`config.mk`:
```
export PLATFORM = sky130hd
export DESIGN_NAME = coproc_request_queue_and_error_guard
export DESIGN_NICKNAME = d
export VERILOG_FILES = /design/src/inc/coproc_guard_pkg.sv /design/src/verilog/coproc_request_queue_and_error_guard.sv
export SDC_FILE = /design/constraint.sdc
export NUM_CORES = 1
export LEC_CHECK = 0
export ABC_CLOCK_PERIOD_IN_PS = 3100
export BUFFER_PORTS_ARGS = -buffer_cell sky130_fd_sc_hd__buf_2
export CAP_MARGIN = 30
export CORE_MARGIN = 2
export CORE_UTILIZATION = 35
export CTS_BUF_LIST = sky130_fd_sc_hd__clkbuf_4
export DETAILED_ROUTE_END_ITERATION = 6
export GPL_TIMING_DRIVEN = 0
export HOLD_SLACK_MARGIN = 0.06
export PLACE_DENSITY_LB_ADDON = 0.15
export SYNTH_ARGS = -nofsm -noshare
export SYNTH_HDL_FRONTEND = slang
export SYNTH_SLANG_ARGS = --single-unit
export TNS_END_PERCENT = 20
```
`constraint.sdc`:
```
create_clock -name core_clk -period 3.1 [get_ports core_clk]
set_input_delay 0 -clock core_clk [delete_from_list [all_inputs] [get_ports core_clk]]
set_output_delay 0 -clock core_clk [all_outputs]
set_load 0.05 [all_outputs]
```
`src/inc/coproc_guard_pkg.sv`:
```
// Constants shared by the request queue and error guard of the peripheral coprocessor.
package coproc_guard_pkg;
   // Register bus geometry and byte offsets.
   localparam int unsigned AXI_ADDR_W      = 4;
   localparam int unsigned AXI_DATA_W      = 32;
   localparam logic [3:0]  CTRL_OFFSET     = 4'h0;
   localparam logic [3:0]  ERRSTAT_OFFSET  = 4'h4;
   localparam logic [3:0]  QSTAT_OFFSET    = 4'h8;
   localparam logic [1:0]  RESP_OKAY       = 2'h0;
   localparam logic [1:0]  RESP_SLVERR     = 2'h2;
   // Global control register fields and reset value.
   localparam int unsigned CTRL_PART_EN_BIT   = 0;
   localparam int unsigned CTRL_WDOG_EN_BIT   = 1;
   localparam int unsigned CTRL_PART_SIZE_LSB = 8;
   localparam int unsigned CTRL_WDOG_THR_LSB  = 16;
   localparam int unsigned CTRL_EPRIO_LSB  = 24;
   localparam logic [31:0] CTRL_RESET      = 32'h0000_0000;
   // Error status register fields.
   localparam int unsigned ES_CHAN_LSB     = 8;
   localparam int unsigned ES_ADDR_LSB     = 16;
   // Error cause bits.
   localparam int unsigned CAUSE_W         = 5;
   localparam int unsigned ERR_PART_WRITE  = 0;
   localparam int unsigned ERR_CTX_LOAD    = 1;
   localparam int unsigned ERR_WATCHDOG    = 2;
   localparam int unsigned ERR_OPCODE      = 3;
   localparam int unsigned ERR_ADDRESS     = 4;
   // Field widths.
   localparam int unsigned PRIO_W          = 8;
   localparam int unsigned CHAN_W          = 5;
   localparam int unsigned PC_W            = 16;
   localparam int unsigned FCNT_W          = 16;
   localparam int unsigned QDEPTH          = 2;
   // Code memory size in 16-bit instruction words.
   localparam logic [16:0] CODE_MEM_WORDS  = 17'h0_1000;
   // One context occupies eight parameter-RAM words.
   localparam int unsigned CTX_SHIFT       = 3;
   // Opcode class is the top five bits; a set mask bit marks a legal class.
   localparam int unsigned OPC_LSB         = 11;
   localparam logic [31:0] LEGAL_OPC_MASK  = 32'h7FFF_FFFE;
   // Queue status register bit positions.
   localparam int unsigned QS_CPU_PEND_LSB = 0;
   localparam int unsigned QS_SELF_PEND_LSB = 2;
   localparam int unsigned QS_CPU_FULL_BIT = 4;
   localparam int unsigned QS_SELF_FULL_BIT = 5;
   localparam int unsigned QS_STALL_BIT    = 6;
endpackage

```
`src/verilog/coproc_request_queue_and_error_guard.sv`:
```
// Service-request queues and error guard of the peripheral coprocessor.
//
// The implementer's own choices: the placing of the registers and the AXI4-Lite interface to the registers.
`timescale 1ns/1ps
module coproc_request_queue_and_error_guard
(
   // Clock and reset
   input  wire logic                                      core_clk,
   input  wire logic                                      reset,
   // AXI4-Lite write address, data and response
   input  wire logic [coproc_guard_pkg::AXI_ADDR_W-1:0]   awaddr,
   input  wire logic                                      awvalid,
   output logic                                           awready,
   input  wire logic [31:0]                               wdata,
   input  wire logic [3:0]                                wstrb,
   input  wire logic                                      wvalid,
   output logic                                           wready,
   output logic [1:0]                                     bresp,
   output logic                                           bvalid,
   input  wire logic                                      bready,
   // AXI4-Lite read
   input  wire logic [coproc_guard_pkg::AXI_ADDR_W-1:0]   araddr,
   input  wire logic                                      arvalid,
   output logic                                           arready,
   output logic [31:0]                                    rdata,
   output logic [1:0]                                     rresp,
   output logic                                           rvalid,
   input  wire logic                                      rready,
   // Service-type mapping
   input  wire logic [1:0]                                cpuServiceType,
   input  wire logic [1:0]                                selfServiceType,
   // Exit requests from the processing core
   input  wire logic                                      exitReq,
   input  wire logic [1:0]                                exitServiceType,
   input  wire logic [coproc_guard_pkg::PRIO_W-1:0]       exitPriority,
   // Execution events from the processing core
   input  wire logic                                      chanStart,
   input  wire logic [coproc_guard_pkg::CHAN_W-1:0]       chanNumber,
   input  wire logic                                      fetchStrobe,
   input  wire logic                                      execValid,
   input  wire logic [coproc_guard_pkg::PC_W-1:0]         execAddr,
   input  wire logic [15:0]                               execOpcode,
   input  wire logic                                      pcUpdate,
   input  wire logic [coproc_guard_pkg::PC_W:0]           pcSum,
   input  wire logic                                      pramWrite,
   input  wire logic [15:0]                               pramAddr,
   input  wire logic                                      requestReceived,
   input  wire logic [coproc_guard_pkg::PRIO_W-1:0]       requestPriority,
   // Core control
   output logic                                           coreStall,
   output logic                                           errorExit,
   // Request nodes towards the interrupt arbiter
   output logic [1:0]                                     cpuNodePending,
   output logic [1:0][coproc_guard_pkg::PRIO_W-1:0]       cpuNodePriority,
   output logic [1:0]                                     selfNodePending,
   output logic [1:0][coproc_guard_pkg::PRIO_W-1:0]       selfNodePriority,
   input  wire logic [1:0]                                cpuNodeAck,
   input  wire logic [1:0]                                selfNodeAck,
   output logic                                           cpuQueueFull,
   output logic                                           selfQueueFull
);
   import coproc_guard_pkg::*;

   logic [31:0]            ctrl_ff;
   logic [CAUSE_W-1:0]     cause_ff;
   logic [CHAN_W-1:0]      errChan_ff;
   logic [PC_W-1:0]        errAddr_ff;
   logic [FCNT_W-1:0]      fetchCnt_ff;
   logic [1:0]             cpuPend_ff, selfPend_ff;
   logic [1:0][PRIO_W-1:0] cpuPrio_ff, selfPrio_ff;
   logic                   cpuFull_ff, selfFull_ff, stall_ff, errExit_ff;
   logic                   exitHold_ff, holdSelf_ff, holdDrop_ff, errHold_ff;
   logic [PRIO_W-1:0]      holdPrio_ff, errPrio_ff;
   logic                   awHave_ff, wHave_ff, awready_ff, wready_ff, bvalid_ff;
   logic                   arready_ff, rvalid_ff;
   logic [AXI_ADDR_W-1:0]  awAddr_ff;
   logic [31:0]            wData_ff, rdata_ff;
   logic [3:0]             wStrb_ff;
   logic [1:0]             bresp_ff, rresp_ff;

   // Control fields.
   logic                   partEn, wdogEn;
   logic [7:0]             partSize, wdogThr;
   logic [PRIO_W-1:0]      errPrioField;
   assign partEn       = ctrl_ff[CTRL_PART_EN_BIT];
   assign wdogEn       = ctrl_ff[CTRL_WDOG_EN_BIT];
   assign partSize     = ctrl_ff[CTRL_PART_SIZE_LSB +: 8];
   assign wdogThr      = ctrl_ff[CTRL_WDOG_THR_LSB +: 8];
   assign errPrioField = ctrl_ff[CTRL_EPRIO_LSB +: PRIO_W];

   // Error detection. Checks are combinational on the core's strobes so the exit happens
   // at the very edge after the offending event.
   logic [CAUSE_W-1:0]     cause;
   logic [15:0]            saveEnd;
   logic [4:0]             opcClass;
   logic                   errNow;
   always_comb
   begin
      saveEnd  = 16'(partSize) << CTX_SHIFT;
      opcClass = execOpcode[OPC_LSB +: 5];
      cause    = '0;
      // Partition checks only exist when enabled; by default the area is empty (size zero).
      cause[ERR_PART_WRITE] = partEn && pramWrite && (pramAddr < saveEnd);
      cause[ERR_CTX_LOAD]   = partEn && requestReceived && ({8'h00, requestPriority} >= {8'h00, partSize});
      cause[ERR_WATCHDOG]   = wdogEn && ((fetchStrobe && !chanStart && ((fetchCnt_ff + 16'h0001) == {8'h00, wdogThr}))
                              || (requestReceived && (wdogThr == 8'h00)));
      cause[ERR_OPCODE]     = execValid && !LEGAL_OPC_MASK[opcClass];
      cause[ERR_ADDRESS]    = (execValid && ({1'b0, execAddr} >= CODE_MEM_WORDS))
                              || (pcUpdate && pcSum[PC_W]);
      errNow   = (|cause) && !errHold_ff;
   end

   // The counter follows the running channel only; a 32-bit instruction strobes twice.
   always_ff @(posedge core_clk)
   begin
      if (reset || chanStart)
         fetchCnt_ff <= '0;
      else if (fetchStrobe && (fetchCnt_ff != 16'hFFFF))
         fetchCnt_ff <= fetchCnt_ff + 16'h0001;
   end

   // Posting. An error takes the CPU queue first; a newer request never overtakes a held one.
   logic [1:0] cpuIdx, selfIdx;
   logic       cpuFree, selfFree, errCand, exitCand, exitSelf, exitDrop;
   logic       postErr, postExitCpu, postExitSelf, exitGone;
   logic [PRIO_W-1:0] exitPrio, errPrio;
   logic       nxt_exitHold, nxt_errHold;
   always_comb
   begin
      cpuFree  = !(&cpuPend_ff);
      selfFree = !(&selfPend_ff);
      cpuIdx   = cpuPend_ff[0] ? 2'b10 : 2'b01;
      selfIdx  = selfPend_ff[0] ? 2'b10 : 2'b01;
      errCand  = errHold_ff || errNow;
      errPrio  = errHold_ff ? errPrio_ff : errPrioField;
      exitCand = exitHold_ff || exitReq;
      exitSelf = exitHold_ff ? holdSelf_ff : (exitServiceType == selfServiceType);
      exitDrop = exitHold_ff ? holdDrop_ff
                             : ((exitServiceType != selfServiceType) && (exitServiceType != cpuServiceType));
      exitPrio = exitHold_ff ? holdPrio_ff : exitPriority;
      postErr      = errCand && cpuFree;
      postExitCpu  = exitCand && !exitDrop && !exitSelf && cpuFree && !postErr;
      postExitSelf = exitCand && !exitDrop && exitSelf && selfFree;
      exitGone     = postExitCpu || postExitSelf || exitDrop;
      nxt_exitHold = exitCand && !exitGone;
      nxt_errHold  = errCand && !postErr;
   end

   always_ff @(posedge core_clk)
   begin
      if (reset)
      begin
         exitHold_ff <= 1'b0;
         holdSelf_ff <= 1'b0;
         holdDrop_ff <= 1'b0;
         holdPrio_ff <= '0;
         errHold_ff  <= 1'b0;
         errPrio_ff  <= '0;
         stall_ff    <= 1'b0;
      end
      else
      begin
         exitHold_ff <= nxt_exitHold;
         holdSelf_ff <= exitSelf;
         holdDrop_ff <= exitDrop;
         holdPrio_ff <= exitPrio;
         errHold_ff  <= nxt_errHold;
         errPrio_ff  <= errPrio;
         // Stall rises only while a request waits, for a full queue or behind an error taking the CPU queue.
         stall_ff    <= nxt_exitHold || nxt_errHold;
      end
   end

   // Queue entries. An acknowledge only clears a pending entry, and only free entries are
   // written, so a set and a clear never meet on one entry.
   always_ff @(posedge core_clk)
   begin
      if (reset)
      begin
         cpuPend_ff  <= '0;
         selfPend_ff <= '0;
         cpuPrio_ff  <= '0;
         selfPrio_ff <= '0;
         cpuFull_ff  <= 1'b0;
         selfFull_ff <= 1'b0;
      end
      else
      begin
         cpuPend_ff  <= (cpuPend_ff & ~cpuNodeAck) | ((postErr || postExitCpu) ? cpuIdx : 2'b00);
         selfPend_ff <= (selfPend_ff & ~selfNodeAck) | (postExitSelf ? selfIdx : 2'b00);
         for (int i = 0; i < QDEPTH; i++)
         begin
            if ((postErr || postExitCpu) && cpuIdx[i])
               cpuPrio_ff[i] <= postErr ? errPrio : exitPrio;
            if (postExitSelf && selfIdx[i])
               selfPrio_ff[i] <= exitPrio;
         end
         // The self full flag drives the arbiter's self-only round; both full flags drive the status register.
         cpuFull_ff  <= &((cpuPend_ff & ~cpuNodeAck) | ((postErr || postExitCpu) ? cpuIdx : 2'b00));
         selfFull_ff <= &((selfPend_ff & ~selfNodeAck) | (postExitSelf ? selfIdx : 2'b00));
      end
   end

   // Register bus write side. Address and data are taken in either order.
   logic [AXI_ADDR_W-1:0] wrAddr;
   logic [31:0]           wrData;
   logic [3:0]            wrStrb;
   logic                  awTake, wTake, haveA, haveW, doWrite, nxt_bvalid, esClear;
   always_comb
   begin
      awTake     = awvalid && awready_ff;
      wTake      = wvalid && wready_ff;
      haveA      = awHave_ff || awTake;
      haveW      = wHave_ff || wTake;
      doWrite    = haveA && haveW;
      wrAddr     = awHave_ff ? awAddr_ff : awaddr;
      wrData     = wHave_ff ? wData_ff : wdata;
      wrStrb     = wHave_ff ? wStrb_ff : wstrb;
      nxt_bvalid = doWrite || (bvalid_ff && !bready);
      esClear    = doWrite && (wrAddr == ERRSTAT_OFFSET) && wrStrb[0];
   end

   always_ff @(posedge core_clk)
   begin
      if (reset)
      begin
         awHave_ff  <= 1'b0;
         wHave_ff   <= 1'b0;
         awAddr_ff  <= '0;
         wData_ff   <= '0;
         wStrb_ff   <= '0;
         awready_ff <= 1'b0;
         wready_ff  <= 1'b0;
         bvalid_ff  <= 1'b0;
         bresp_ff   <= RESP_OKAY;
      end
      else
      begin
         awHave_ff  <= haveA && !doWrite;
         wHave_ff   <= haveW && !doWrite;
         if (awTake)
            awAddr_ff <= awaddr;
         if (wTake)
         begin
            wData_ff <= wdata;
            wStrb_ff <= wstrb;
         end
         awready_ff <= !(haveA && !doWrite) && !nxt_bvalid;
         wready_ff  <= !(haveW && !doWrite) && !nxt_bvalid;
         bvalid_ff  <= nxt_bvalid;
         if (doWrite)
            bresp_ff <= (wrAddr == CTRL_OFFSET || wrAddr == ERRSTAT_OFFSET || wrAddr == QSTAT_OFFSET)
                        ? RESP_OKAY : RESP_SLVERR;
      end
   end

   // Control register with byte lanes.
   always_ff @(posedge core_clk)
   begin
      if (reset)
         ctrl_ff <= CTRL_RESET;
      else if (doWrite && (wrAddr == CTRL_OFFSET))
         for (int b = 0; b < 4; b++)
            if (wrStrb[b])
               ctrl_ff[b*8 +: 8] <= wrData[b*8 +: 8];
   end

   // Error status: a write of ones clears cause bits, but a new error in the same cycle wins.
   always_ff @(posedge core_clk)
   begin
      if (reset)
      begin
         cause_ff   <= '0;
         errChan_ff <= '0;
         errAddr_ff <= '0;
         errExit_ff <= 1'b0;
      end
      else
      begin
         cause_ff   <= (cause_ff & ~(esClear ? wrData[CAUSE_W-1:0] : '0)) | (errNow ? cause : '0);
         if (errNow)
         begin
            errChan_ff <= chanNumber;
            errAddr_ff <= execAddr;
         end
         errExit_ff <= errNow;
      end
   end

   // Register bus read side.
   logic [31:0] rdMux;
   logic        rdHit;
   always_comb
   begin
      rdMux = '0;
      rdHit = 1'b1;
      unique case (araddr)
         CTRL_OFFSET:    rdMux = ctrl_ff;
         ERRSTAT_OFFSET:
         begin
            rdMux[CAUSE_W-1:0]                = cause_ff;
            rdMux[ES_CHAN_LSB +: CHAN_W]      = errChan_ff;
            rdMux[ES_ADDR_LSB +: PC_W]        = errAddr_ff;
         end
         QSTAT_OFFSET:
         begin
            rdMux[QS_CPU_PEND_LSB +: 2]  = cpuPend_ff;
            rdMux[QS_SELF_PEND_LSB +: 2] = selfPend_ff;
            rdMux[QS_CPU_FULL_BIT]       = cpuFull_ff;
            rdMux[QS_SELF_FULL_BIT]      = selfFull_ff;
            rdMux[QS_STALL_BIT]          = stall_ff;
         end
         default:        rdHit = 1'b0;
      endcase
   end

   always_ff @(posedge core_clk)
   begin
      if (reset)
      begin
         arready_ff <= 1'b0;
         rvalid_ff  <= 1'b0;
         rdata_ff   <= '0;
         rresp_ff   <= RESP_OKAY;
      end
      else
      begin
         rvalid_ff  <= (arvalid && arready_ff) || (rvalid_ff && !rready);
         arready_ff <= !((arvalid && arready_ff) || (rvalid_ff && !rready));
         if (arvalid && arready_ff)
         begin
            rdata_ff <= rdMux;
            rresp_ff <= rdHit ? RESP_OKAY : RESP_SLVERR;
         end
      end
   end

   assign awready          = awready_ff;
   assign wready           = wready_ff;
   assign bvalid           = bvalid_ff;
   assign bresp            = bresp_ff;
   assign arready          = arready_ff;
   assign rvalid           = rvalid_ff;
   assign rdata            = rdata_ff;
   assign rresp            = rresp_ff;
   assign coreStall        = stall_ff;
   assign errorExit        = errExit_ff;
   assign cpuNodePending   = cpuPend_ff;
   assign cpuNodePriority  = cpuPrio_ff;
   assign selfNodePending  = selfPend_ff;
   assign selfNodePriority = selfPrio_ff;
   assign cpuQueueFull     = cpuFull_ff;
   assign selfQueueFull    = selfFull_ff;

   property p_err_exit;
      @(posedge core_clk) disable iff (reset) (|cause && !errHold_ff) |=> (errorExit && cause_ff != '0);
   endproperty
   a_err_exit: assert property (p_err_exit) else $error("Error did not exit channel.");

   // Entries that survive this edge's acknowledge; the error entry must come on top of them.
   logic [1:0] cpuKeep;
   assign cpuKeep = cpuPend_ff & ~cpuNodeAck;
   property p_err_to_cpu;
      @(posedge core_clk) disable iff (reset) (errNow && cpuFree)
         |=> ($countones(cpuNodePending) > $countones($past(cpuKeep)));
   endproperty
   a_err_to_cpu: assert property (p_err_to_cpu) else $error("Error request not placed in CPU queue.");

   property p_stall_full;
      @(posedge core_clk) disable iff (reset) (exitReq && !exitHold_ff && !errCand && !exitDrop && !exitSelf && (&cpuPend_ff)) |=> coreStall;
   endproperty
   a_stall_full: assert property (p_stall_full) else $error("Core not stalled on full CPU queue.");

   property p_no_idle_stall;
      @(posedge core_clk) disable iff (reset) (!exitReq && !exitHold_ff && !errCand) |=> !coreStall;
   endproperty
   a_no_idle_stall: assert property (p_no_idle_stall) else $error("Core stalled with nothing to post.");

   property p_full_flag;
      @(posedge core_clk) disable iff (reset) ##1 (selfQueueFull == (&selfNodePending)) && (cpuQueueFull == (&cpuNodePending));
   endproperty
   a_full_flag: assert property (p_full_flag) else $error("Queue full flag disagrees with entries.");

   property p_ack_frees;
      @(posedge core_clk) disable iff (reset) (selfPend_ff[0] && selfNodeAck[0]) |=> !selfNodePending[0];
   endproperty
   a_ack_frees: assert property (p_ack_frees) else $error("Acknowledged entry still pending.");

   property p_wdog_zero;
      @(posedge core_clk) disable iff (reset) (wdogEn && wdogThr == 8'h00 && requestReceived && !errHold_ff) |=> cause_ff[ERR_WATCHDOG];
   endproperty
   a_wdog_zero: assert property (p_wdog_zero) else $error("Zero watchdog threshold did not fault.");

   property p_part_zero;
      @(posedge core_clk) disable iff (reset) (partEn && partSize == 8'h00 && requestReceived && !errHold_ff) |=> cause_ff[ERR_CTX_LOAD];
   endproperty
   a_part_zero: assert property (p_part_zero) else $error("Zero save area did not fault.");

   property p_no_part_off;
      @(posedge core_clk) disable iff (reset) !partEn |-> !cause[ERR_PART_WRITE] && !cause[ERR_CTX_LOAD];
   endproperty
   a_no_part_off: assert property (p_no_part_off) else $error("Partition fault while disabled.");

   property p_cnt_restart;
      @(posedge core_clk) disable iff (reset) chanStart |=> (fetchCnt_ff == '0);
   endproperty
   a_cnt_restart: assert property (p_cnt_restart) else $error("Fetch count did not restart.");

   property p_pc_ovf;
      @(posedge core_clk) disable iff (reset) (pcUpdate && pcSum[PC_W] && !errHold_ff) |=> (errorExit && cause_ff[ERR_ADDRESS]);
   endproperty
   a_pc_ovf: assert property (p_pc_ovf) else $error("PC overflow not flagged.");

endmodule // coproc_request_queue_and_error_guard
```
==> impl_metrics.csv <==
group,metric,value,unit
placed_design,pre_cts_slack,-0.222,ns
setup_path,startpoint_type,"input port",
outcome,status,"finished, final reports clean",
placed_design,dpl_cell_area,0.0113,mm^2
setup_path,critPathMaxFanout,9,
setup_path,worst-r2r-setup-slack,0.19,ns
synthesis,ys_warn_count,0,
clock_network,cts.sinks,215,
synthesis,ys_seq_area_share,44.0,%
grt,grt_pass1_wl,51.2,mm
placed_design,dp_cells,1710,
flow_run,cap_violations,0,
synthesis,synth.area.top_cells,"dfxtp_1 44%, mux2i_1 7.8%, nor2_1 6.6%, nand2_1 4.8%, a211oi_1 4.1%",
route,wl_per_cell,17.2,um
setup_path,cp.arrival,3.53,ns
floorplan,die_area,0.0293,mm^2
route,wirelength,33.8,mm
sta,clock_skew,0.0398,ns
final_layout,syn_to_final_growth,39.6,%
final_layout,multiInputGateArea,0.00507,mm^2
sta,worst_pin_slew,1.00,ns
floorplan,num_io_pins,235,
sta,fin_crit_sh,95.7,%
final_layout,fillers,2768,
clock_network,insertion_delay,0.69,ns
setup_path,timing.rr.start,"ctrl_ff[15]",
route,drc,0,
route,dr.pass1.iters,7,
floorplan,die_y,171,um
sta,max-slew-margin-rel,32.7,%
clock_network,cts_buffer_depth,3,
placed_design,gp_congestion,0.844,
synthesis,ys_types,72,
pwr,intPower,4.88,mW
final_layout,area.sequential,0.00431,mm^2
sta,setup_ws,0.132,ns
min_path,hold_start,"cpuServiceType[1]",
final_layout,drive_gt1_share,22.8,%
route,viasPerCell,5.05,
final_layout,fin_area,0.0137,mm^2
sta,rsz0062_at_grt,"false",
setup_path,cp.required,3.67,ns
min_path,min_path_type,"in2reg",
synthesis,synth-edff-count,0,
pwr,fin_total_pwr,6.85,mW
synthesis,yosys_most_used_dff,"dfxtp_1",
floorplan,die_w,171,um
clock_network,path_clk_slew,0.07,ns
setup_path,timing.rr.end,"cpuNodePriority[0]",
grt,gr-total-overflow,0,
synthesis,synth_top_cell_by_area,"dfxtp_1",
final_layout,fin_nets,1711,
placed_design,io_buffers,201,
final_layout,layout_commonest_cell,"dfxtp_1",
grt,grt_start_max_net_pins,17,
pwr,comb_power_share,16.6,%
placed_design,dp_hpwl,24.8,mm
sta,finalHoldViolCount,0,
min_path,min_path_cells,6,
clock_network,cts_buffers,61,
final_layout,final_cell_mix,"212 x dfxtp_1, 205 x buf_2, 173 x nor2_1",
setup_path,reg2regPathDepth,13,
floorplan,initial_utilization,35.4,%
floorplan,fp-row-count,61,
clock_network,root_buffer,"clkbuf_4",
route,dr.first_iter.drc_count,590,
sta,finalMaxSlewViolations,0,
synthesis,synthesis.area,0.00978,mm^2
grt,grt_pass1_vias,9423,
route,ant_nets,0,
pwr,p_leak,5.47,nW
pwr,vdd_drop_max,0.000326,V
floorplan,core_area,0.0276,mm^2
pwr,power.density,502,mW/mm^2
route,vias,9953,
clock_network,cts_tree,"done",
synthesis,synth-seq-cells,215,
pwr,seq_power_share,43.2,%
final_layout,final_core_util,49.4,%
grt,antenna_found_initial,1,
setup_path,setup.worst_path.end_class,"register",
pwr,p_clk_share,40.2,%
synthesis,syn_inst,1128,
sta,timing.final.crit_period,2.97,ns
clock_network,cts_max_level,2,
final_layout,finalNonFillerCells,1969,
pwr,power_switching,1.97,mW
setup_path,critPathKind,"in2reg",
pwr,switching_share,28.8,%
synthesis,async_flop_share,0,%
sta,fmax,337,MHz
synthesis,syn_area_per_cell,8.67,um^2
setup_path,crit_start,"selfServiceType[1]",
min_path,min_to,"coreStall",
grt,track_usage,22.6,%
sta,finalSetupViolations,0,
synthesis,synth.top_cell.area_share,44.0,%
## sequential cells by signal (all words and copies together) (netlist names), 2 cells and up
register / cells
rdata: 32
errPrio_ff: 8
wData_ff: 32
wStrb_ff: 4
cpuNodePending: 2
errChan_ff: 5
errAddr_ff: 16
selfNodePriority: 16
fetchCnt_ff: 16
awAddr_ff: 4
cpuNodePriority: 16
holdPrio_ff: 8
cause_ff: 5
ctrl_ff: 32
selfNodePending: 2
## kinds of logic (layout without fill, tap and decap cells)
| family | after synthesis | count (layout) | synth area share [%] |
|---|---|---|---|
| other | 1 | 3 | 0.0383 |
| XOR/XNOR | 31 | 31 | 2.78 |
| AND/OR/NAND/NOR | 432 | 432 | 20.1 |
| buffers and inverters | 106 | 567 | 5.09 |
| multiplexers | 84 | 84 | 8.70 |
| adder cells (fa/ha/maj) | 16 | 16 | 2.05 |
| flip-flops | 215 | 215 | 44.0 |
| AO/OA/AOI/OAI | 243 | 243 | 17.3 |
## synthesized netlist by cell type, types with 17 or more instances
cell,instances
dfxtp_1,215
nor2_1,173
clkbuf_1,59
a31oi_1,22
a211oi_1,54
mux2i_1,76
o21ai_0,23
inv_1,18
a21oi_1,68
nor3_1,34
o2111ai_1,17
nand2_1,125
xor2_1,20
a221oi_1,25
nor4_1,23
## layout make-up
cell class / count / area share (%)
antenna: 1 / 0.0183
buffer: 87 / 3.12
clock buffer: 95 / 5.22
clock inverter: 17 / 0.880
inverter: 19 / 0.522
multi-input combinational: 808 / 37.1
sequential: 215 / 31.5
tap: 378 / 3.46
timing repair buffer: 349 / 18.1
## worst max-delay path: stages
cell and delay (ns):
dlygate4sd3_1 0.53, buf_2 0.13, xnor2_1 0.16, dlygate4sd3_1 0.60, nand2_1 0.07, dlygate4sd3_1 0.60, a31oi_2 0.23, nand2_1 0.13
nor4_4 0.27, buf_4 0.19, a21o_1 0.11, buf_2 0.21, a21oi_1 0.10, nor2b_1 0.19
## per-stage QoR
stage	hold slack, ns	TNS (ns)
6_report	0.0749	0
2_1_floorplan	0.136	0
3_5_place_dp	0.255	-1.39
5_1_grt	0.0736	0
4_1_cts	0.0615	-0.0978
3_3_place_gp	0.246	-0.550
## how the worst max path moves through the flow
stage | cells after the start | endpoint
3_3_place_gp | 11 | cpuQueueFull
4_1_cts | 10 | cpuNodePriority[15]
6_report | 14 | cpuQueueFull
3_5_place_dp | 11 | cpuQueueFull
2_1_floorplan | 13 | errAddr_ff[0]
5_1_grt | 14 | errChan_ff[1]
## what timing repair did
action / 4_1_cts / 5_1_grt
hold buffers: 141 / 1
pin swaps: 1 / 2
setup endpoints to repair: 21 / 46
resized for setup: 2 / 17
gates cloned: 0 / 0
hold endpoints to repair: 173 / 1
setup buffers: 0 / 4
## power groups by stage
stage	clock network (mW)	registers (mW)	logic [mW]
after floorplan	0	3.20	0.455
after global placement	0	3.02	0.966
after detailed placement	0	3.02	0.972
after CTS	2.83	2.96	1.11
after global routing	2.98	2.97	1.22
final	2.75	2.96	1.13
## metal layers
layer	up-vias	track usage, %	share of wire [%]
met5	-	0	0
met4	0	6.60	2.1
met3	54	3.68	5.6
li1	4907	-	-
met2	299	36.8	46
met1	4693	30.7	46
No activity file was read; power rests on OpenSTA's default activity.
